**src/hw/sarcrp_pkg.sv**
```systemverilog
package sarcrp_pkg;

    // result width and channel count
    localparam int RES_BITS = 15;
    localparam int NUM_CHANNELS = 4;

    // pin synchroniser vector layout
    localparam int PIN_W = 3;
    localparam int PIN_CONVERT = 0;
    localparam int PIN_SCLK = 1;
    localparam int PIN_EDGE_RATE = 2;

    // index of the trial bit handled by the first conversion step
    localparam logic [3:0] FIRST_BIT = 4'hE;
    localparam logic [3:0] LAST_BIT = 4'h0;

    // reset values
    localparam logic [PIN_W-1:0] PIN_RST = 3'h7;
    localparam logic [RES_BITS-1:0] WORD_RST = 15'h0000;

    // timing: shortest conversion cycle at the top sample rate
    localparam int CLK_PERIOD_NS = 8;
    localparam int CYCLE_MIN_NS = 200;
    localparam int CYCLE_MIN_CLKS =
        (CYCLE_MIN_NS + CLK_PERIOD_NS - 1) / CLK_PERIOD_NS;

    typedef enum logic [2:0] {
        ST_ACQ = 3'b001,
        ST_CONV = 3'b010,
        ST_LOAD = 3'b100
    } sarcrp_state_e;

endpackage

```
**src/hw/sarcrp_channel.sv**
```systemverilog
`timescale 1ns/10ps
`default_nettype none
module sarcrp_channel
    import sarcrp_pkg::*;
#(
    parameter int W = RES_BITS
)
(
    input wire logic clock_i, // core clock
    input wire logic rst_b_i, // sync reset, active low
    input wire logic clk_en_i, // freezes state while low
    input wire logic begin_i, // convert edge seen: load and restart
    input wire logic step_en_i, // one trial step this cycle
    input wire logic [3:0] step_bit_i, // trial bit under test
    input wire logic finish_i, // search done: latch result
    input wire logic shift_i, // serial shift edge
    input wire logic comparator_i, // high: sample at or above trial
    output logic [W-1:0] capacitive_trial_dac_o, // trial dac code
    output logic serial_o // serial result, msb first
);

    logic [W-1:0] trial_q, trial_d;
    logic [W-1:0] result_q, result_d;
    logic [W-1:0] shift_q, shift_d;

    always_comb
    begin
        trial_d = trial_q;
        result_d = result_q;
        shift_d = shift_q;
        if (begin_i)
        begin
            trial_d = {1'b1, {(W-1){1'b0}}};
            shift_d = result_q;
        end
        else
        begin
            if (step_en_i)
            begin
                // drop the bit if the held sample is below the trial
                if (!comparator_i)
                    trial_d[step_bit_i] = 1'b0;
                if (step_bit_i != LAST_BIT)
                    trial_d[step_bit_i - 4'h1] = 1'b1;
            end
            if (shift_i)
                shift_d = {shift_q[W-2:0], 1'b0};
        end
        // offset binary to two's complement; no clamping, any code passes
        if (finish_i)
            result_d = {~trial_q[W-1], trial_q[W-2:0]};
    end

    always_ff @(posedge clock_i)
    begin
        if (!rst_b_i)
        begin
            trial_q <= WORD_RST;
            result_q <= WORD_RST;
            shift_q <= WORD_RST;
        end
        else if (clk_en_i)
        begin
            trial_q <= trial_d;
            result_q <= result_d;
            shift_q <= shift_d;
        end
    end

    assign capacitive_trial_dac_o = trial_q;
    assign serial_o = shift_q[W-1];
endmodule
`default_nettype wire

```
**src/hw/sarcrp_top.sv**
```systemverilog
// Overview of operation
// - Alternate input acquisition with conversion of the held sample.
// - A falling edge on the active-low convert strobe starts conversion.
// - Conversion steps a 15-bit trial dac through a binary search.
// - The finished 15-bit code is loaded into the output path.
// - Results are two's complement, full span in 2^15 levels.
// - Fully differential input spans every code, 0x4000 up to 0x3FFF.
// - Pseudo-differential bipolar input spans 0x6000 up to 0x1FFF.
// - Pseudo-differential unipolar input spans 0x0000 up to 0x3FFF.
// - No input mode setting; always the plain difference is converted.
// - One cycle latency: data after a convert edge is the previous result.
// - Acquisition resumes once conversion ends; strobe going low starts conversion and readout.
// - Single rate: msb first, shifted on serial clock falling edges.
// - Edge-rate select high: one bit shifted on every serial clock edge.
// - Echoed clock output follows the serial clock with a small delay.
`timescale 1ns/10ps
`default_nettype none
module sarcrp_top
    import sarcrp_pkg::*;
#(
    parameter int CHANNELS = NUM_CHANNELS,
    parameter int W = RES_BITS
)
(
    input wire logic clock_i, // core clock, 125 MHz
    input wire logic rst_b_i, // sync reset, active low
    input wire logic clk_en_i, // freezes state while low
    input wire logic convert_strobe_n_i, // convert pin, active low
    input wire logic serial_clock_i, // host serial clock pin
    input wire logic edge_rate_select_i, // high: shift on both edges
    input wire logic [CHANNELS-1:0] comparator_i, // per-channel compare
    output logic acquire_o, // sample switch closed
    output logic [CHANNELS*W-1:0] capacitive_trial_dac_o, // trial codes
    output logic [CHANNELS-1:0] channel_serial_out_o, // serial data
    output logic echoed_clock_out_o // delayed serial clock
);

    logic [PIN_W-1:0] pin_raw;
    logic [PIN_W-1:0] sync1_q, sync1_d;
    logic [PIN_W-1:0] sync2_q, sync2_d;
    logic conv_prev_q, conv_prev_d;
    logic sclk_prev_q, sclk_prev_d;
    logic conv_fall, sclk_fall, sclk_rise, shift_pulse, begin_pulse;
    sarcrp_state_e state_q, state_d;
    logic [3:0] bit_q, bit_d;

    assign pin_raw = {edge_rate_select_i, serial_clock_i,
                      convert_strobe_n_i};

    // pins are asynchronous to the core clock; only the second stage is used
    always_comb
    begin
        sync1_d = pin_raw;
        sync2_d = sync1_q;
        conv_prev_d = sync2_q[PIN_CONVERT];
        sclk_prev_d = sync2_q[PIN_SCLK];
    end

    always_ff @(posedge clock_i)
    begin
        if (!rst_b_i)
        begin
            sync1_q <= PIN_RST;
            sync2_q <= PIN_RST;
            conv_prev_q <= 1'b1;
            sclk_prev_q <= 1'b1;
        end
        else if (clk_en_i)
        begin
            sync1_q <= sync1_d;
            sync2_q <= sync2_d;
            conv_prev_q <= conv_prev_d;
            sclk_prev_q <= sclk_prev_d;
        end
    end

    assign conv_fall = conv_prev_q && !sync2_q[PIN_CONVERT];
    assign sclk_fall = sclk_prev_q && !sync2_q[PIN_SCLK];
    assign sclk_rise = !sclk_prev_q && sync2_q[PIN_SCLK];
    // edge rate pin is a strap in practice; sampled live anyway
    assign shift_pulse = sclk_fall ||
        (sync2_q[PIN_EDGE_RATE] && sclk_rise);
    // a convert edge during conversion is ignored; the host must space them
    assign begin_pulse = conv_fall && (state_q == ST_ACQ);

    always_comb
    begin
        state_d = state_q;
        bit_d = bit_q;
        case (state_q)
            ST_ACQ:
            begin
                if (conv_fall)
                begin
                    state_d = ST_CONV;
                    bit_d = FIRST_BIT;
                end
            end
            ST_CONV:
            begin
                if (bit_q == LAST_BIT)
                    state_d = ST_LOAD;
                else
                    bit_d = bit_q - 4'h1;
            end
            ST_LOAD:
            begin
                state_d = ST_ACQ;
            end
            default:
            begin
                state_d = ST_ACQ;
                bit_d = FIRST_BIT;
            end
        endcase
    end

    always_ff @(posedge clock_i)
    begin
        if (!rst_b_i)
        begin
            state_q <= ST_ACQ;
            bit_q <= FIRST_BIT;
        end
        else if (clk_en_i)
        begin
            state_q <= state_d;
            bit_q <= bit_d;
        end
    end

    assign acquire_o = (state_q == ST_ACQ);
    assign echoed_clock_out_o = sclk_prev_q;

    // every channel shares one start and one shift; no per-mode handling
    genvar ch;
    generate
        for (ch = 0; ch < CHANNELS; ch++)
        begin : g_chan
            sarcrp_channel #(
                .W(W)
            ) u_chan (
                .clock_i(clock_i),
                .rst_b_i(rst_b_i),
                .clk_en_i(clk_en_i),
                .begin_i(begin_pulse),
                .step_en_i(state_q == ST_CONV),
                .step_bit_i(bit_q),
                .finish_i(state_q == ST_LOAD),
                .shift_i(shift_pulse),
                .comparator_i(comparator_i[ch]),
                .capacitive_trial_dac_o(capacitive_trial_dac_o[ch*W +: W]),
                .serial_o(channel_serial_out_o[ch])
            );
        end
    endgenerate
endmodule
`default_nettype wire

```
**config.mk**
```make
export PLATFORM = sky130hd
export DESIGN_NAME = sarcrp_top
export DESIGN_NICKNAME = d
export VERILOG_FILES = /design/src/hw/sarcrp_pkg.sv /design/src/hw/sarcrp_channel.sv /design/src/hw/sarcrp_top.sv
export SDC_FILE = /design/constraint.sdc
export NUM_CORES = 1
export LEC_CHECK = 0
export BUFFER_PORTS_ARGS = -buffer_cell sky130_fd_sc_hd__buf_2
export CAP_MARGIN = 5
export CELL_PAD_IN_SITES_DETAIL_PLACEMENT = 2
export CELL_PAD_IN_SITES_GLOBAL_PLACEMENT = 2
export CORE_MARGIN = 3
export CORE_UTILIZATION = 37
export CTS_BUF_LIST = sky130_fd_sc_hd__clkbuf_8 sky130_fd_sc_hd__clkbuf_16
export DETAILED_ROUTE_END_ITERATION = 7
export GPL_TIMING_DRIVEN = 0
export MAX_ROUTING_LAYER = met4
export PLACE_DENSITY_LB_ADDON = 0.1
export SYNTH_ARGS = -nofsm -noshare
export SYNTH_HDL_FRONTEND = slang
export SYNTH_HIERARCHICAL = 1
export SYNTH_SLANG_ARGS = --single-unit
export TNS_END_PERCENT = 5
```
**constraint.sdc**
```tcl
create_clock -name clock_i -period 3.7 [get_ports clock_i]
set_clock_uncertainty 0.2 [all_clocks]
set_input_delay 0.74 -clock clock_i [delete_from_list [all_inputs] [get_ports clock_i]]
set_output_delay 0.74 -clock clock_i [all_outputs]
set_load 0.01 [all_outputs]
```
---- Word-level counts from Yosys, hierarchy flattened ----
Index checks and enable logic that the tools add are counted.
W data, S select, Z words.
storage, ports and cells
  input port bits ......................... 10
  output and inout bits ................... 66
  flip-flop bits (word level) ............. 195
operators by class
  add/subtract/negate cells ............... 1
  bitwise operators ....................... 14
  muxes and demuxes ....................... 42
  reductions and logical operators ........ 20
  equality and inequality tests ........... 6
  $lt $le $gt $ge ......................... 4
operators with widths
  cell                   count
  $mux W15               32
  $and A15 B15 Y15       4
  $or A15 B15 Y15        4
  $not A15 Y15           1
  $pmux W4 S3            1
  $lt A4 B5 Y1 const B   2
  $demux W1 S4           2
  $ge A4 B1 Y1 const B   2
  $mux W4                2
  $logic_and A1 B1 Y1    7
  $mux W3                2
  $pmux W3 S2            1
  $reduce_and A2 Y1      3
  $not A1 Y1             5
  $logic_not A4 Y1       1
  $ne A2 B2 Y1 const B   2
  $reduce_and A4 Y1      1
  $reduce_bool A2 Y1     2
  $reduce_bool A4 Y1     1
  $sub A4 B1 Y4 const B  1
  $eq A3 B1 Y1 const B   1
  $eq A3 B2 Y1 const B   1
  $eq A3 B3 Y1 const B   1
  $logic_not A1 Y1       3
  4 further kinds        5

---- Depth between registers and ports, before layout ----
Gate-level depths: netlist of run 1.
  depth after elaboration ................. 13
  depth in mapped cells ................... 7

---- Hierarchy ----
Netlist of run 1, hierarchy kept.
by module, submodules not included
  module          area an instance (sq um)  instances  cells an instance  sequential area each (sq um)
  sarcrp_channel  1,978.1                   4          228                900.9
  sarcrp_top      718.2                     1          79                 300.3

---- Least setup slack after synthesis of run 1 ----
Ideal clock, no wire load.
  path type ............................... register to register
  from .................................... register state_q[0]
  to ...................................... register g_chan[0].u_chan.shift_q[10]
  cell stages (with the launch flop) ...... 7
  buffers on the path ..................... 2
  library setup time ...................... 138 ps
  data required time ...................... 3,362 ps
  arrival time ............................ 2,406 ps
  slack ................................... 957 ps
  cells stage by stage .................... dfxtp_1 -> nand2b_1 -> nor3_1 -> buf_4 -> buf_2 -> mux2i_1 -> a211oi_1
between the ends
  word-level cells in the longest chain between the ends .. 4
RTL lines
  element                              line                  source
  start: declaration                   sarcrp_top.sv:44      sarcrp_state_e state_q, state_d;
  start signal: assignment             sarcrp_top.sv:127     state_q <= state_d;
  $eq A3 B1 Y1 *                       sarcrp_top.sv:84      assign begin_pulse = conv_fall && (state_q == ST_ACQ);
  $logic_and A1 B1 Y1 *                sarcrp_top.sv:84
  named net begin_pulse                sarcrp_top.sv:43      logic conv_fall, sclk_fall, sclk_rise, shift_pulse, begin_pulse;
  $reduce_bool A2 Y1 (no source line)  n/a
  $reduce_and A2 Y1 (no source line)   n/a
  end signal: assignment               sarcrp_channel.sv:66  shift_q <= shift_d;
  end: declaration                     sarcrp_channel.sv:24  logic [W-1:0] shift_q, shift_d;
The timed path passes the listed nets; every way through them passes the cells marked *.
A chain may end at the register's enable or synchronous reset.

---- Worst setup path in the final report of run 1 ----
  from .................................... register state_q[0]
  to ...................................... register g_chan[0].u_chan.shift_q[1]
Same word-level chain as after synthesis.

==> results of run 1 <==
-- cell usage after synthesis (11+ instances only) --
library cell,number
a211oi_1,60
a21oi_1,112
a32oi_1,40
buf_2,13
clkbuf_1,49
dfxtp_1,195
mux2i_1,65
nand2_1,161
nand2b_1,15
nor2_1,72
nor2b_1,14
nor3_1,11
o211ai_1,28
o311ai_0,12
-- logic make-up after synthesis --
kind of cell,Yosys count
compound gates,293
fa+ha+maj,1
buf+inv,86
flops,195
mux,65
simple gates,351
-- through the flow --
step | instance area (µm²) | setup WS [ns] | utilization
after global routing | 10040 | 0.4361 | 0.4410
after global placement | 9398 | -0.5933 | 0.4126
final | 10040 | 0.6354 | 0.4410
after floorplan | 8631 | 0.9568 | -
after CTS | 10030 | 0.6280 | 0.4403
after detailed placement | 9435 | 0.6482 | 0.4142
-- state kept, by name, summed over array words and instances (netlist names) --
register / count
g_chan.u_chan/shift_q: 60
g_chan.u_chan/capacitive_trial_dac_o: 60
sync2_q: 3
bit_q: 4
g_chan.u_chan/result_q: 60
echoed_clock_out_o: 1
sync1_q: 3
conv_prev_q: 1
state_q: 3
-- power by group through the flow --
stage	clock, W	combinational, W	sequential, W
final	0.00189	0.000234	0.00216
after global routing	0.00205	0.000261	0.00217
after floorplan	0	0.000155	0.00220
after global placement	0	0.000224	0.00221
after CTS	0.00195	0.000237	0.00216
after detailed placement	0	0.000235	0.00221
-- final cells by class --
cell class                 count  area share
sequential                   195      0.3886
timing repair buffer          78     0.04148
buffer                        75     0.03488
tap                          313     0.03899
inverter                      11    0.004111
multi-input combinational    710      0.4327
clock buffer                  17     0.04235
clock inverter                15     0.01682
-- worst paths after layout --
check / start / to / slack [ns] / depth (start not counted)
hold / removal: g_chan[0].u_chan/result_q[5] / g_chan[0].u_chan/result_q[5] / 0.26 / 2
setup reg to reg: state_q[0] / g_chan[0].u_chan/shift_q[1] / 0.64 / 7
hold reg to reg: g_chan[0].u_chan/result_q[5] / g_chan[0].u_chan/result_q[5] / 0.26 / 2
setup / recovery: state_q[0] / g_chan[0].u_chan/shift_q[1] / 0.64 / 7
-- routing by layer --
metal	track usage	part of all wire
met5	-	0
met4	0.04536	0.0097
met3	0.03366	0.024
met2	0.4063	0.49
met1	0.3032	0.47
-- critical path: cells and delay by family (launching register included) --
kind	cells	cell delay [ns]
AO/OA/AOI/OAI	2	0.35
buffers and inverters	3	0.98
flip-flops	1	0.52
AND/OR/NAND/NOR	2	0.84
==> flow_metrics.py, run 1 <==
metrics = {
    "synth": {
        "synth_top_family_by_area": "compound AO/OA/AOI/OAI gates",
        "synth_top_area_share": 0.4523,
        "synth-async-reset-ratio": 0,
        "ys_warn_count": 6,
        "synth-simple-area-share": 0.1951,
        "synth_area_leader_cell": "dfxtp_1",
        "synth_compound_area_frac": 0.2304,
        "synthAdderAreaFrac": 0.001450,
        "synth-xor-area-share": 0,
        "synth_area_per_cell_um2": 8.709,
        "synth_edf_count": 0,
        "seq_area_frac_synth": 0.4523,
        "muxShareOfSynthArea": 0.07538,
        "ys_ff_latch": 195,
        "synth_cells": 991,
        "synthFlopType": "dfxtp_1",
        "synth.top_cells.by_area": "dfxtp_1 (45%), mux2i_1 (7.5%), nand2_1 (7.0%)",
        "synth_cell_type_count": 47,
        "syn_area_mm2": 0.008631,
        "synth_nets": 1002,
    },
    "clock_network": {
        "clk_pin_slew_ns": 0.08,
        "root_buffer": "clkbuf_16",
        "cts_resized": 0,
        "postCtsHoldBufs": 0,
        "clockBufferDepth": 2,
        "postCtsSetupBuffers": 0,
        "clock_latency_ns": 0.44,
        "cts_buffers": 17,
        "cts_tree": "built",
        "h-tree-depth": 4,
        "cts_sinks": 195,
    },
    "die": {
        "ioPinCount": 76,
        "initial_core_util": 0.3789,
        "die_h_um": 158.7,
        "num_rows": 55,
        "chipWidth_um": 158.7,
        "dieArea_mm2": 0.02520,
        "coreArea_mm2": 0.02278,
    },
    "job": {
        "cap_violations": 0,
    },
    "sta": {
        "period_share": 0.8283,
        "drv_slew": 0,
        "tightest_slew_ns": 0.7897,
        "finalHoldViolations": 0,
        "tns_ns": 0,
        "whs_ns": 0.2645,
        "rsz0062_at_grt": "no",
        "slew_headroom": 0.4707,
        "fin_crit_ns": 3.065,
        "max_freq_mhz": 326.3,
        "setup_viol": 0,
    },
    "power_and_ir_drop": {
        "leakagePower_nw": 3.427,
        "p_seq_frac": 0.504,
        "switching_share": 0.2584,
        "combPwrFrac": 0.055,
        "peakVddDrop_mv": 0.2243,
        "powerDensity_mw_per_mm2": 426.8,
        "p_int_w": 0.003179,
        "p_total_w": 0.004287,
        "pwr-share-clk": 0.442,
        "switching_power_w": 0.001108,
    },
    "drt": {
        "post-route-drc-count": 0,
        "drtIter0Drc": 471,
        "vias_per_cell": 5.663,
        "drt_wl_total_mm": 29.03,
        "first_pass_iters": 5,
        "ant_nets": 0,
        "vias": 8008,
        "wl_per_cell_um": 20.53,
    },
    "layout": {
        "regArea_mm2": 0.003904,
        "layout_common_cells": "dfxtp_1 (195), nand2_1 (161), a21oi_1 (112)",
        "syn2layout_area_growth_pct": 16.38,
        "layout-drive-gt1-share": 0.1344,
        "fin_nets": 1099,
        "final_cells": 1414,
        "layout_commonest_cell": "dfxtp_1",
        "fillers": 2548,
        "multi_input_area_mm2": 0.004347,
        "diodes": 0,
    },
    "worst_hold_path": {
        "hp-class": "register to register",
    },
    "global_route": {
        "grt_overflow": 0,
        "grt_max_degree": 41,
        "grt_antenna_before_repair": 0,
        "globalRouteTotalUtil": 0.2377,
        "grt_pass1_wl_mm": 47.97,
        "grt_pass1_vias": 8608,
    },
    "setup_path": {
        "crit_path_end_kind": "register",
        "path_cells": "nand2b_1 -> nor3_2 -> buf_6 -> o21a_1 -> buf_2 -> buf_1 -> a211oi_1",
        "startpoint_type": "register",
        "required_ns": 3.79,
        "max_stage_delay_ns": 0.67,
        "crit_type": "register to register",
        "cp.arrival_ns": 3.15,
        "crit_path_top_delay_cell": "nor3_2",
        "crit_fanout": 11,
    },
    "placement": {
        "dpl.hpwl_mm": 20.30,
        "io_buffer_count": 75,
        "dp.cells": 1381,
        "place_congestion": 0.8042,
    },
    "status": {
        "outcome": "finished, final reports clean",
    },
}
No activity file was read; power rests on OpenSTA's default activity.
==> run 2, diff against run 1 <==
==> constraint.sdc (replaced) <==
create_clock -name clock_i -period 3.2 [get_ports clock_i]
set_clock_uncertainty 0.2 [all_clocks]
set_input_delay 0.64 -clock clock_i [delete_from_list [all_inputs] [get_ports clock_i]]
set_output_delay 0.64 -clock clock_i [all_outputs]
set_load 0.01 [all_outputs]
==> run 2 against run 1 <==
Net effect:
- clock power increased by 15%
- sequential share of layout area about the same
- routed wire length increased by 0.50%
- cell area about the same
- combinational power increased by 16%
- flip-flop and latch count unchanged
- critical path depth unchanged
- setup slack got worse by 0.39 ns
- total power increased by 16%
- fmax increased by 3.6%
- hold slack got worse by 0.026 ns
- largest cell class unchanged
- largest power group unchanged
==> flow_metrics.py, run 2 (synthesis gave the netlist of run 1 again) <==
metrics = {
    "worst_hold_path": {
        "hold_path_startpoint": "serial_clock_i",
        "holdPathEnd": "sync1_q[1]",
        "hold_depth": 3,
        "hp-class": "primary input to register",
    },
    "die": {
        "die_h_um": 158.7,
        "dieArea_mm2": 0.02520,
        "initial_core_util": 0.3789,
        "num_rows": 55,
        "chipWidth_um": 158.7,
        "ioPinCount": 76,
        "coreArea_mm2": 0.02278,
    },
    "setup_path": {
        "rr_startpoint": "state_q[0]",
        "ff2ff_setup_slack_ns": 0.24,
        "max_stage_delay_ns": 0.53,
        "crit_path_top_delay_cell": "dfxtp_1",
        "startpoint_type": "register",
        "required_ns": 3.28,
        "path_cells": "nand2b_1 -> nor3_4 -> buf_6 -> o21a_1 -> buf_2 -> buf_1 -> a211oi_1",
        "setup.worst_path.start": "state_q[0]",
        "timing.rr.end": "g_chan[0].u_chan/shift_q[1]",
        "crit_type": "register to register",
        "cp.arrival_ns": 3.04,
        "crit_path_end_kind": "register",
        "critical_path.top_delay_family": "buffers and inverters",
        "path_buf_inv": 3,
        "reg2reg_depth": 7,
        "crit_fanout": 11,
    },
    "drt": {
        "wl_per_cell_um": 20.63,
        "first_pass_iters": 5,
        "drt-met1-wl_mm": 13.78,
        "ant_nets": 0,
        "wl_met2_mm": 14.48,
        "drtIter0Drc": 492,
        "vias_per_cell": 5.646,
        "post-route-drc-count": 0,
        "dr.max_layer_used": "met4",
        "vias": 7984,
        "drt_wl_total_mm": 29.17,
        "dr_wl_met3_um": 646,
    },
    "job": {
        "cap_violations": 0,
    },
    "placement": {
        "pre_cts_slack_ns": 0.1482,
        "io_buffer_count": 75,
        "place_congestion": 0.8042,
        "dpl.hpwl_mm": 20.30,
    },
    "sta": {
        "max_freq_mhz": 338.2,
        "tns_ns": 0,
        "timing.final.ws_setup_ns": 0.2431,
        "drv_slew": 0,
        "rsz0062_at_grt": "no",
        "period_share": 0.9240,
        "setup_viol": 0,
        "slew_headroom": 0.4830,
        "fin_crit_ns": 2.957,
        "finalHoldViolations": 0,
        "tightest_slew_ns": 0.7744,
    },
    "power_and_ir_drop": {
        "leakagePower_nw": 3.422,
        "powerDensity_mw_per_mm2": 492.7,
        "p_total_w": 0.004952,
        "peakVddDrop_mv": 0.2588,
    },
    "clock_network": {
        "cts_buffers": 17,
        "clk_pin_slew_ns": 0.07,
        "root_buffer": "clkbuf_16",
        "cts_sinks": 195,
        "h-tree-depth": 4,
        "postCtsHoldBufs": 0,
        "clock_latency_ns": 0.44,
        "postCtsSetupBuffers": 0,
        "cts_tree": "built",
        "clockBufferDepth": 2,
    },
    "layout": {
        "layout_common_cells": "dfxtp_1 (195), nand2_1 (161), a21oi_1 (112)",
        "syn2layout_area_growth_pct": 16.45,
        "finalCoreUtilization": 0.4413,
        "layout-drive-gt1-share": 0.1344,
        "layout_commonest_cell": "dfxtp_1",
        "diodes": 0,
        "fin_nets": 1099,
    },
    "global_route": {
        "grt_max_degree": 41,
        "grt_pass1_vias": 8608,
        "grt_overflow": 0,
        "grt_antenna_before_repair": 0,
        "globalRouteTotalUtil": 0.2377,
        "grt_pass1_wl_mm": 47.97,
    },
    "status": {
        "outcome": "finished, final reports clean",
    },
}
[run 2: changes by cell type in the layout (fill, tap and decap cells not counted)]
cell and change:
nor3_2 -1, nor3_4 +1
[run 2: how the worst max path moves through the flow]
| stage | endpoint | slack [ns] | cells after the start |
|---|---|---|---|
| floorplan | g_chan[0].u_chan/shift_q[10] | 0.46 | 6 |
| global placement | g_chan[3].u_chan/capacitive_trial_dac_o[4] | -1.09 | 6 |
| detailed placement | g_chan[0].u_chan/shift_q[5] | 0.15 | 7 |
| CTS | g_chan[0].u_chan/shift_q[1] | 0.13 | 7 |
| global route | g_chan[0].u_chan/shift_q[5] | 0.06 | 7 |
| finish | g_chan[0].u_chan/shift_q[1] | 0.24 | 7 |
[run 2: layout make-up]
type / instances / area (µm²)
multi-input combinational: 710 / 4353
inverter: 11 / 41.29
clock buffer: 17 / 425.4
timing repair buffer: 78 / 416.7
buffer: 75 / 350.3
clock inverter: 15 / 168.9
sequential: 195 / 3904
tap: 313 / 391.6
fill: 2548 / 12730
[run 2: layer usage]
layer / GRT usage / vias up
li1: - / 3821
met1: 0.3032 / 4023
met4: 0.04536 / 0
met2: 0.4063 / 117
met5: - / -
met3: 0.03366 / 23
[run 2: stage by stage]
stage               hold WS (ns)  std cells  instance area (µm²)
finish                    0.2390       1414                10050
global route              0.2320       1414                10050
CTS                       0.2148       1413                10030
detailed placement        0.2512       1381                 9435
global placement          0.2440       1379                 9398
floorplan                 0.2324        991                 8631
[run 2: repair_timing]
action	CTS	global route
gates resized for setup	0	1
endpoints found under the setup margin	0	10
endpoints found under the hold margin	0	0
[run 2: power by group]
group	switching [W]	internal [W]	leakage, nW	total (W)
registers	0.0000281	0.00247	1.58	0.00250
clock network	0.00107	0.00112	0.297	0.00218
logic	0.000183	0.0000889	1.55	0.000272
total	0.00128	0.00368	3.42	0.00495
[run 2: tightest hold or removal path, delay by kind of cell]
family,cells,cell delay [ns]
multiplexers,1,0.06
AND/OR/NAND/NOR,1,0.07
buffers and inverters,1,0.08
